--- config.mk ---
export PLATFORM = sky130hd
export DESIGN_NAME = mecs_regs
export DESIGN_NICKNAME = d
export VERILOG_FILES = /design/src/mecs_pkg.sv /design/src/mecs_regs.sv
export SDC_FILE = /design/constraint.sdc
export NUM_CORES = 1
export LEC_CHECK = 0
export BUFFER_PORTS_ARGS = -buffer_cell sky130_fd_sc_hd__buf_2
export CAP_MARGIN = 10
export CORE_MARGIN = 2
export CORE_UTILIZATION = 45
export CTS_BUF_LIST = sky130_fd_sc_hd__clkbuf_8
export DETAILED_ROUTE_END_ITERATION = 8
export GPL_ROUTABILITY_DRIVEN = 0
export GPL_TIMING_DRIVEN = 0
export PLACE_DENSITY = 0.83
export SLEW_MARGIN = 20
export SYNTH_ARGS = -nofsm -noshare
export SYNTH_HDL_FRONTEND = slang
export SYNTH_SLANG_ARGS = --single-unit
--- constraint.sdc ---
create_clock -name mclk_i -period 3.1 [get_ports mclk_i]
set_input_delay 0.31 -clock mclk_i [delete_from_list [all_inputs] [get_ports mclk_i]]
set_output_delay 0.31 -clock mclk_i [all_outputs]
set_load 0.05 [all_outputs]
--- src/mecs_pkg.sv ---
`default_nettype none
package mecs_pkg;

  // register byte offsets
  localparam logic [7:0] MECS_OFS_COUNT_LOW = 8'h30;
  localparam logic [7:0] MECS_OFS_TAP_ORIENT = 8'h31;
  localparam logic [7:0] MECS_OFS_TAP_TIMING = 8'h32;
  localparam logic [7:0] MECS_OFS_WAKE_THS = 8'h33;
  localparam logic [7:0] MECS_OFS_WAKE_SLEEP = 8'h34;
  localparam logic [7:0] MECS_OFS_FALL_CFG = 8'h35;
  localparam logic [7:0] MECS_OFS_STATUS_COPY = 8'h36;

  // values after reset of the writable registers, and the value read at unmapped offsets
  localparam logic [7:0] MECS_RST_TAP_ORIENT = 8'h00;
  localparam logic [7:0] MECS_RST_TAP_TIMING = 8'h00;
  localparam logic [7:0] MECS_RST_WAKE_THS = 8'h00;
  localparam logic [7:0] MECS_RST_WAKE_SLEEP = 8'h00;
  localparam logic [7:0] MECS_RST_FALL_CFG = 8'h00;
  localparam logic [7:0] MECS_RD_UNMAPPED = 8'h00;

  // field positions
  localparam int MECS_POS_ORIENT_EN = 7;
  localparam int MECS_POS_ORIENT_THS = 5;
  localparam int MECS_POS_GAP = 4;
  localparam int MECS_POS_QUIET = 2;
  localparam int MECS_POS_TAP_MODE = 7;
  localparam int MECS_POS_SLEEP_ON = 6;
  localparam int MECS_POS_FALL_TOP = 7;
  localparam int MECS_POS_WAKE_DUR = 5;
  localparam int MECS_POS_ROUTE = 4;
  localparam int MECS_POS_FALL_LOW = 3;

  // output-data-rate periods per field count
  localparam int MECS_GAP_ODR = 32;
  localparam int MECS_QUIET_ODR = 4;
  localparam int MECS_SHOCK_ODR = 8;
  localparam int MECS_SLEEP_ODR = 512;

  // status copy bit positions, msb first
  localparam int MECS_ST_OVR = 7;
  localparam int MECS_ST_WAKE = 6;
  localparam int MECS_ST_SLEEP = 5;
  localparam int MECS_ST_DTAP = 4;
  localparam int MECS_ST_STAP = 3;
  localparam int MECS_ST_ORIENT = 2;
  localparam int MECS_ST_FALL = 1;
  localparam int MECS_ST_SAMPLE_READY_FLAG = 0;

  // orientation threshold in degrees
  function automatic logic [6:0] mecs_orient_deg(input logic [1:0] code);
    case (code)
      2'h0:    mecs_orient_deg = 7'h50;
      2'h1:    mecs_orient_deg = 7'h46;
      2'h2:    mecs_orient_deg = 7'h3C;
      default: mecs_orient_deg = 7'h32;
    endcase
  endfunction : mecs_orient_deg

  // free-fall threshold in 31.25 mg steps
  function automatic logic [4:0] mecs_fall_lsb(input logic [2:0] code);
    case (code)
      3'h0:    mecs_fall_lsb = 5'h05;
      3'h1:    mecs_fall_lsb = 5'h07;
      3'h2:    mecs_fall_lsb = 5'h08;
      3'h3:    mecs_fall_lsb = 5'h0A;
      3'h4:    mecs_fall_lsb = 5'h0B;
      3'h5:    mecs_fall_lsb = 5'h0D;
      3'h6:    mecs_fall_lsb = 5'h0F;
      default: mecs_fall_lsb = 5'h10;
    endcase
  endfunction : mecs_fall_lsb

endpackage : mecs_pkg
`default_nettype wire

--- src/mecs_regs.sv ---
// The plain strobed port was chosen for this implementation.
`default_nettype none
// How it works
// - unread count: nine bits, low byte read at 0x30, top bit on its own output
// - orientation enable gates position detection
// - orientation threshold code maps to degrees
// - tap threshold five bits, FS/32 steps
// - double-tap gap counts 32 rate periods
// - quiet window counts 4 rate periods
// - shock limit counts 8 rate periods
// - tap mode: 0 single, 1 double
// - sleep enable bit gates inactivity detection
// - wake threshold six bits, FS/64 steps
// - fall duration: top bit plus five
// - wake duration two bits, rate periods
// - route fifo flag to first irq pad
// - sleep on the tick after duration times 512 periods
// - fall threshold code decoded to steps
// - read-only status copy, fixed bit order
// - overrun when full and sample overwritten
// - data ready when new xyz available
// - orientation flag on position change
// - event flags follow detected events
module mecs_regs
  import mecs_pkg::*;
#(
  parameter int ADDR_W = 8
) (
  input  wire logic              mclk_i,
  input  wire logic              rst_b_i,
  // register port
  input  wire logic [ADDR_W-1:0] reg_addr_i,
  input  wire logic [7:0]        reg_wdata_i,
  input  wire logic              reg_wr_i,
  input  wire logic              reg_rd_i,
  output logic [7:0]             reg_rdata_o,
  // state from the fifo and the detection engine
  input  wire logic [8:0]        fifo_unread_count_i,
  input  wire logic              fifo_full_i,
  input  wire logic              fifo_overwrite_i,
  input  wire logic              fifo_level_flag_i,
  input  wire logic              xyz_new_i,
  input  wire logic              odr_tick_i,
  input  wire logic              motion_i,
  input  wire logic              wake_event_i,
  input  wire logic              single_tap_event_i,
  input  wire logic              double_tap_event_i,
  input  wire logic              position_change_i,
  input  wire logic              fall_event_i,
  // decoded configuration for the engine
  output logic                   orientation_enable_o,
  output logic [6:0]             orientation_threshold_deg_o,
  output logic [4:0]             tap_threshold_o,
  output logic                   double_tap_mode_o,
  output logic [8:0]             double_tap_gap_odr_o,
  output logic [3:0]             quiet_window_odr_o,
  output logic [4:0]             shock_limit_odr_o,
  output logic                   sleep_enable_o,
  output logic [5:0]             wake_threshold_o,
  output logic [5:0]             fall_duration_odr_o,
  output logic [1:0]             wake_duration_odr_o,
  output logic [12:0]            inactivity_duration_odr_o,
  output logic [4:0]             fall_threshold_lsb_o,
  // status and pads
  output logic                   unread_count_top_bit_o,
  output logic                   sleep_state_o,
  output logic [7:0]             event_status_o,
  output logic                   irq_pad_one_o
);

  // reset release: async assert, two-flop release
  logic       rst_meta_q;              // first release stage
  logic       rst_sync_q;              // released reset used below
  logic       rst_n;                   // local alias

  // writable configuration registers
  logic [7:0] tap_orient_threshold_q;  // 0x31
  logic [7:0] tap_timing_windows_q;    // 0x32
  logic [7:0] wake_threshold_cfg_q;    // 0x33
  logic [7:0] wake_sleep_duration_cfg_q; // 0x34
  logic [7:0] fall_detect_cfg_q;       // 0x35

  // read path and status
  logic [7:0] rdata_q;                 // read data, one cycle late
  logic [7:0] rdata_d;                 // selected read value
  logic [7:0] status_q;                // registered status copy
  logic [7:0] status_d;                // next status copy
  logic [8:0] count_q;                 // registered unread count
  logic       irq_q;                   // registered pad drive

  // inactivity timer, counts rate periods
  logic [12:0] idle_cnt_q;             // periods without motion
  logic [12:0] idle_cnt_d;             // next timer value
  logic        sleep_q;                // sleep state
  logic        sleep_d;                // next sleep state

  // write decode
  logic        wr_tap_orient;          // write to 0x31
  logic        wr_tap_timing;          // write to 0x32
  logic        wr_wake_ths;            // write to 0x33
  logic        wr_wake_sleep;          // write to 0x34
  logic        wr_fall_cfg;            // write to 0x35

  // decoded fields
  logic        orient_en;              // orientation enable
  logic        tap_mode;               // double-tap mode
  logic        sleep_on;               // sleep enable
  logic [3:0]  gap_field;              // double-tap gap
  logic [1:0]  quiet_field;            // quiet window
  logic [1:0]  shock_field;            // shock limit
  logic [3:0]  idle_field;             // inactivity duration
  logic [12:0] idle_limit;             // inactivity in periods

  // reset synchroniser; the first stage feeds only the second
  always_ff @(posedge mclk_i or negedge rst_b_i) begin
    if (!rst_b_i) begin
      rst_meta_q <= 1'b0;
      rst_sync_q <= 1'b0;
    end else begin
      rst_meta_q <= 1'b1;
      rst_sync_q <= rst_meta_q;
    end
  end

  assign rst_n = rst_sync_q;

  // address decode for writes; read-only offsets ignore writes
  assign wr_tap_orient = reg_wr_i
    && (reg_addr_i == ADDR_W'(MECS_OFS_TAP_ORIENT));
  assign wr_tap_timing = reg_wr_i
    && (reg_addr_i == ADDR_W'(MECS_OFS_TAP_TIMING));
  assign wr_wake_ths   = reg_wr_i
    && (reg_addr_i == ADDR_W'(MECS_OFS_WAKE_THS));
  assign wr_wake_sleep = reg_wr_i
    && (reg_addr_i == ADDR_W'(MECS_OFS_WAKE_SLEEP));
  assign wr_fall_cfg   = reg_wr_i
    && (reg_addr_i == ADDR_W'(MECS_OFS_FALL_CFG));

  // configuration storage
  always_ff @(posedge mclk_i or negedge rst_n) begin
    if (!rst_n) begin
      tap_orient_threshold_q    <= MECS_RST_TAP_ORIENT;
      tap_timing_windows_q      <= MECS_RST_TAP_TIMING;
      wake_threshold_cfg_q      <= MECS_RST_WAKE_THS;
      wake_sleep_duration_cfg_q <= MECS_RST_WAKE_SLEEP;
      fall_detect_cfg_q         <= MECS_RST_FALL_CFG;
    end else begin
      if (wr_tap_orient) begin
        tap_orient_threshold_q <= reg_wdata_i;
      end
      if (wr_tap_timing) begin
        tap_timing_windows_q <= reg_wdata_i;
      end
      if (wr_wake_ths) begin
        wake_threshold_cfg_q <= reg_wdata_i;
      end
      if (wr_wake_sleep) begin
        wake_sleep_duration_cfg_q <= reg_wdata_i;
      end
      if (wr_fall_cfg) begin
        fall_detect_cfg_q <= reg_wdata_i;
      end
    end
  end

  // field extraction
  assign orient_en   = tap_orient_threshold_q[MECS_POS_ORIENT_EN];
  assign tap_mode    = wake_threshold_cfg_q[MECS_POS_TAP_MODE];
  assign sleep_on    = wake_threshold_cfg_q[MECS_POS_SLEEP_ON];
  assign gap_field   = tap_timing_windows_q[MECS_POS_GAP +: 4];
  assign quiet_field = tap_timing_windows_q[MECS_POS_QUIET +: 2];
  assign shock_field = tap_timing_windows_q[1:0];
  assign idle_field  = wake_sleep_duration_cfg_q[3:0];

  // durations scaled to rate periods; the engine steps on odr_tick_i,
  // so a new data rate rescales every window without a rewrite
  assign double_tap_gap_odr_o = 9'(gap_field * MECS_GAP_ODR);
  assign quiet_window_odr_o = 4'(quiet_field * MECS_QUIET_ODR);
  assign shock_limit_odr_o = 5'(shock_field * MECS_SHOCK_ODR);
  assign idle_limit = 13'(idle_field * MECS_SLEEP_ODR);
  assign inactivity_duration_odr_o = idle_limit;
  assign wake_duration_odr_o =
    wake_sleep_duration_cfg_q[MECS_POS_WAKE_DUR +: 2];
  assign fall_duration_odr_o = {
    wake_sleep_duration_cfg_q[MECS_POS_FALL_TOP],
    fall_detect_cfg_q[MECS_POS_FALL_LOW +: 5]};

  // thresholds and modes for the engine
  assign orientation_enable_o = orient_en;
  assign orientation_threshold_deg_o = mecs_orient_deg(
    tap_orient_threshold_q[MECS_POS_ORIENT_THS +: 2]);
  assign tap_threshold_o = tap_orient_threshold_q[4:0];
  assign double_tap_mode_o = tap_mode;
  assign sleep_enable_o = sleep_on;
  assign wake_threshold_o = wake_threshold_cfg_q[5:0];
  assign fall_threshold_lsb_o = mecs_fall_lsb(fall_detect_cfg_q[2:0]);

  // inactivity timer: restart on motion or when disabled
  always_comb begin
    idle_cnt_d = idle_cnt_q;
    sleep_d    = sleep_q;
    if (!sleep_on || motion_i) begin
      idle_cnt_d = 13'h0000;
      sleep_d    = 1'b0;
    end else if (odr_tick_i) begin
      if (idle_cnt_q >= idle_limit) begin
        sleep_d = 1'b1;
      end else begin
        idle_cnt_d = idle_cnt_q + 13'h0001;
      end
    end
  end

  // timer state
  always_ff @(posedge mclk_i or negedge rst_n) begin
    if (!rst_n) begin
      idle_cnt_q <= 13'h0000;
      sleep_q    <= 1'b0;
    end else begin
      idle_cnt_q <= idle_cnt_d;
      sleep_q    <= sleep_d;
    end
  end

  // status copy; gated by mode so a disabled event never shows
  always_comb begin
    status_d = 8'h00;
    status_d[MECS_ST_OVR] = fifo_full_i && fifo_overwrite_i;
    status_d[MECS_ST_WAKE] = wake_event_i;
    status_d[MECS_ST_SLEEP] = sleep_q;
    status_d[MECS_ST_DTAP] = tap_mode && double_tap_event_i;
    status_d[MECS_ST_STAP] = !tap_mode && single_tap_event_i;
    status_d[MECS_ST_ORIENT] = orient_en && position_change_i;
    status_d[MECS_ST_FALL] = fall_event_i;
    status_d[MECS_ST_SAMPLE_READY_FLAG] = xyz_new_i;
  end

  // status, count and pad registers
  always_ff @(posedge mclk_i or negedge rst_n) begin
    if (!rst_n) begin
      status_q <= 8'h00;
      count_q  <= 9'h000;
      irq_q    <= 1'b0;
    end else begin
      status_q <= status_d;
      count_q  <= fifo_unread_count_i;
      irq_q    <= fifo_level_flag_i &&
                  wake_sleep_duration_cfg_q[MECS_POS_ROUTE];
    end
  end

  // read mux; unmapped offsets read as zero
  always_comb begin
    case (reg_addr_i)
      ADDR_W'(MECS_OFS_COUNT_LOW):   rdata_d = count_q[7:0];
      ADDR_W'(MECS_OFS_TAP_ORIENT):  rdata_d = tap_orient_threshold_q;
      ADDR_W'(MECS_OFS_TAP_TIMING):  rdata_d = tap_timing_windows_q;
      ADDR_W'(MECS_OFS_WAKE_THS):    rdata_d = wake_threshold_cfg_q;
      ADDR_W'(MECS_OFS_WAKE_SLEEP):  rdata_d = wake_sleep_duration_cfg_q;
      ADDR_W'(MECS_OFS_FALL_CFG):    rdata_d = fall_detect_cfg_q;
      ADDR_W'(MECS_OFS_STATUS_COPY): rdata_d = status_q;
      default:                       rdata_d = MECS_RD_UNMAPPED;
    endcase
  end

  // read data stands only in the cycle after the strobe
  always_ff @(posedge mclk_i or negedge rst_n) begin
    if (!rst_n) begin
      rdata_q <= 8'h00;
    end else if (reg_rd_i) begin
      rdata_q <= rdata_d;
    end else begin
      rdata_q <= 8'h00;
    end
  end

  assign reg_rdata_o            = rdata_q;
  assign unread_count_top_bit_o = count_q[8];
  assign sleep_state_o          = sleep_q;
  assign event_status_o         = status_q;
  assign irq_pad_one_o          = irq_q;

endmodule : mecs_regs
`default_nettype wire

Word-level counts from Yosys, hierarchy flattened
Index checks and enable logic that the tools add are counted.

Output and inout port bits: 84. Bits in latches: 0. Memories kept: 0. Memory bits (read-only): 0. Bits in registers: 82. RAM bits: 0.

Reduce and logical (&&, ||, !) cells: 19. Div/mod/pow operators: 0. $add $sub $neg: 1. Shift operators: 0. Bitwise logic cells: 0. $lt $le $gt $ge: 1. Multiplexer cells: 10. Equal/unequal tests: 16. $mul: 0.

Operators by type and width (count): 8-bit by 6-bit equality test with 1-bit output (second input constant) (7); 8-bit case mux with 7 select lines (1); 13-bit two-way mux (3); 5-bit case mux with 7 select lines (1); 7-bit case mux with 3 select lines (1); 13-bit by 1-bit adder with 13-bit output (second input constant) (1); 13-bit greater-or-equal comparator (1); 1-bit logical AND (10); 3-bit equality test (second input constant) (3); 8-bit two-way mux (1); 3-bit by 2-bit equality test with 1-bit output (second input constant) (2); 2-bit AND reduction (2); 2-bit nonzero test (2); 3-bit by 1-bit equality test with 1-bit output (second input constant) (1); 3-bit zero test (1); 1-bit two-way mux (3); 2-bit by 1-bit equality test with 1-bit output (second input constant) (1); 2-bit equality test (second input constant) (1); 1-bit zero test (2); 2-bit zero test (1); 2-bit inequality test (second input constant) (1); 1-bit logical OR (1).

Longest topological paths before layout
Depth after elaboration: 4. Gate-level depth with buffers: 8. Mapped depth without buffers: 6.

Worst setup path before layout
Ideal clock, no wire load.

Path type: register to register. Start point: register wake_sleep_duration_cfg_q[3]. End point: register idle_cnt_q[12]. Clock period less this slack: 1.892 ns. Slack: 1.208 ns. Arrival time: 1.769 ns. Cell stages (with the launch flop): 7. Buffers on the path: 0. Cells stage by stage: dfrtp_1 inv_1 ha_1 a21oi_2 nand4_1 or4_1 mux2i_1.

Cells in the longest elaborated chain, start to end: 3.

RTL lines: start: declaration (line mecs_regs.sv:80) `logic [7:0] wake_sleep_duration_cfg_q;`; start signal: assignment (line mecs_regs.sv:158) `wake_sleep_duration_cfg_q <= reg_wdata_i;`; 13-bit greater-or-equal comparator (line mecs_regs.sv:206) `if (idle_cnt_q >= idle_limit) begin`; 2-bit inequality test (no source line); 2-bit AND reduction (no source line); end signal: assignment (line mecs_regs.sv:220) `idle_cnt_q <= idle_cnt_d;`; end: declaration (line mecs_regs.sv:92) `logic [12:0] idle_cnt_q;`.

No other way between the ends. A chain may end at the register's enable or synchronous reset.

Worst setup path after layout
Same ends and word-level chain as after synthesis.

==> parameters.txt <==
Parameter                              Value

Timing
  Fin worst setup slack ... 887 ps
  Shortest period the worst path allows ... 2210 ps
  Relative max-transition margin ... 57.4%
  Layout Skew ... 8.55 ps
  Max Slew Vio Count ... 0
  Final count of negative-setup-slack endpoints ... 0
  Setup tns final ... 0 ps
  Count of final hold-check violations ... 0
  Fmax ... 0.452 GHz
  Unrepaired setup endpoints after global routing ... false
  Transition time of the tightest slew-check pin ... 639 ps
  Final period utilization ... 71.4%

Drt
  Via count normalized by instance count ... 5.31
  Drc violations ... 0
  1st-pass router iterations ... 4
  Iteration-0 DRC count of the detailed router ... 144
  Wire length after detailed routing ... 10,100 µm
  Antenna-violating nets left ... 0
  Wire length per cell ... 16.7 µm
  Total vias in the final route ... 3,218

Worst hold path
  Worst min-delay path category ... input pin to register

Yosys
  Register area share after synthesis ... 49.0%
  Mean instance size in the synthesized netlist ... 11.7 µm²
  Count of different cell masters after synthesis ... 52
  Commonest register cell after synthesis ... sky130_fd_sc_hd__dfrtp_1
  Total number of yosys warnings ... 0
  Synthesized instance count ... 357
  Share of async-settable or async-resettable flops after synthesis ... 100%
  Area of the mapped netlist ... 4190 µm²
  Post-synth EDFFs ... 0
  Count of state elements after synthesis ... 82

Floorplanning
  Die Y-Extent ... 101 µm
  Die Footprint ... 10,100 µm²
  Number of top-level pins ... 124
  Starting density of the core ... 45.8%
  Core box area ... 9150 µm²
  Die W ... 101 µm
  Cell Rows ... 35

Critical path
  Critical Path End Type ... register
  Class of the most critical setup path ... register to register
  Largest fanout of any net on the critical path ... 7
  CP arrival ... 2450 ps
  Startpoint types ... register
  Data required, critical path ... 3340 ps

Job
  Max-cap violations ... 0

Power
  Overall Power ... 2340 µW
  Total power per unit cell area ... 456 nW/µm²
  LEAKAGE ... 0.00268 µW
  Peak supply drop ... 0.000242 V

Layout
  Layout area overhead ... 22.4%
  # diodes ... 0
  Post-Layout Cell Count ... 606
  Layout cells sized above 1 ... 44.6%
  Leading cell type in the layout, fill and taps excluded ... sky130_fd_sc_hd__buf_2
  Top library cells by usage in the layout, fill and taps aside ... sky130_fd_sc_hd__buf_2, sky130_fd_sc_hd__dfrtp_1, sky130_fd_sc_hd__mux2_2
  Net total in the final layout ... 541
  Finished Cell Area ... 5130 µm²

GRT
  Initial antenna violation count ... 0
  GRT Util Overall ... 20.6%
  Largest net degree at the start of global routing ... 49
  GRT overflow ... 0
  Vias in the first global route ... 3,339
  Wire length of the first global-routing pass ... 16,000 µm

Run status
  Run status ... finished, final reports clean

Place
  Worst slack, placed ... 889 ps
  Count of input and output buffers ... 101
  Placement Cell Area ... 4930 µm²
  Number of cells after detailed placement ... 589
  HPWL Detailed ... 7450 µm

Clock tree
  Clock transition time at the flip-flop clock pins of the worst setup and hold paths ... 80 ps
  Cell at the root of the clock tree ... sky130_fd_sc_hd__clkbuf_8
  Clock buffer count from CTS ... 9
  CTS tree ... done
  Buffer levels on the longest clock path ... 2
  Htree depth ... 3
  Number of clock sinks ... 82
  Worst-skew pair later-pin latency ... 350 ps
  Post-CTS Setup Repair Bufs ... 0
[critical path, stage by stage (launching register included)]
cell	delay, ps
sky130_fd_sc_hd__dfrtp_1	400
sky130_fd_sc_hd__inv_1	60
sky130_fd_sc_hd__ha_1	310
sky130_fd_sc_hd__a21oi_2	260
sky130_fd_sc_hd__nand4_1	310
sky130_fd_sc_hd__or4_1	600
sky130_fd_sc_hd__mux2i_1	140
[state kept, by name (all words and copies together) (netlist names)]
register                   cells
rst_n                          1
tap_timing_windows_q           8
rst_meta_q                     1
reg_rdata_o                    8
sleep_state_o                  1
irq_pad_one_o                  1
fall_detect_cfg_q              8
count_q                        9
wake_threshold_cfg_q           8
tap_orient_threshold_q         8
wake_sleep_duration_cfg_q      8
idle_cnt_q                    13
event_status_o                 8
[repair_timing]
item                                    4_1_cts  5_1_grt
hold buffers                                  1        0
hold endpoints to repair                      2        0
endpoints found under the setup margin        0        0
gates resized for setup                       0        0
[through the flow]
stage	hold WS, ps	utilization [%]
2_1_floorplan	14.4	-
4_1_cts	44.4	56.0
6_report	59.2	56.0
3_3_place_gp	95.3	53.6
5_1_grt	45.2	56.0
3_5_place_dp	98.5	53.9
[power breakdown]
group	switching, µW	internal [µW]	leakage (µW)
Clock	380	363	0.0000953
Sequential	43.8	1110	0.00110
Combinational	304	139	0.00148
[path summary, 6_finish.rpt]
path                                                      to  slack [ps]  cells after the start                    startpoint
worst max-delay path                          idle_cnt_q[12]         890                      6  wake_sleep_duration_cfg_q[3]
max in group asynchronous       wake_sleep_duration_cfg_q[5]        2140                      1                         rst_n
worst min-delay path                       event_status_o[0]          60                      1                     xyz_new_i
min in group asynchronous                              rst_n         270                      2                       rst_b_i
worst max register to register                idle_cnt_q[12]         890                      6  wake_sleep_duration_cfg_q[3]
worst min register to register                         rst_n         360                      0                    rst_meta_q
[final cells by class]
cell class              count  area (µm²)
fillers                   783        4020
flip-flops and latches     82        2060
multi-input cells         229        1810
repair buffers            103         536
plain buffers              53         354
well taps                 111         139
clock buffers               9         124
clock inverters             7        63.8
inverters                  12        45.0
[synthesized netlist by cell type, drive strengths merged, types with 2 or more instances]
master   n  area, µm²
nand4    9       62.6
a21oi   17       88.8
nand3    5       25.0
mux2i   10        100
and4     5       43.8
or4     11       82.6
ha      11        138
mux4     5        113
buf     50        342
inv     12       45.0
a31oi    4       25.0
and2     4       25.0
conb     2       7.51
clkbuf   3       12.5
nand2   16       60.1
nor4     2       42.5
nand2b   5       31.3
nor2    14       55.1
nor3     2       10.0
nor2b    6       37.5
a211oi   3       22.5
o21bai   2       15.0
nand3b   3       22.5
or2      3       18.8
dfrtp   82       2050
o31ai    8       60.1
mux2    42        473
and3     2       12.5
a211o    3       26.3
[layer usage]
metal  global-route usage, %  up-vias  share of wire, %
li1                        -     1496                 -
met1                    24.7     1563                40
met2                    35.5      141                51
met3                    4.23       18               7.2
met4                    9.48        0               1.6
met5                       0        -                 0
[logic make-up (layout without fill, tap and decap cells)]
group / count (synthesis) / after routing / synth area share, %
simple gates: 91 / 91 / 13.5
compound gates: 47 / 47 / 7.79
fa+ha+maj: 11 / 11 / 3.28
mux: 57 / 57 / 16.4
other cells: 2 / 21 / 0.179
buf+inv: 65 / 184 / 9.52
xor+xnor: 2 / 2 / 0.418
flops: 82 / 82 / 49.0
Power figures use the tool's default switching activity.
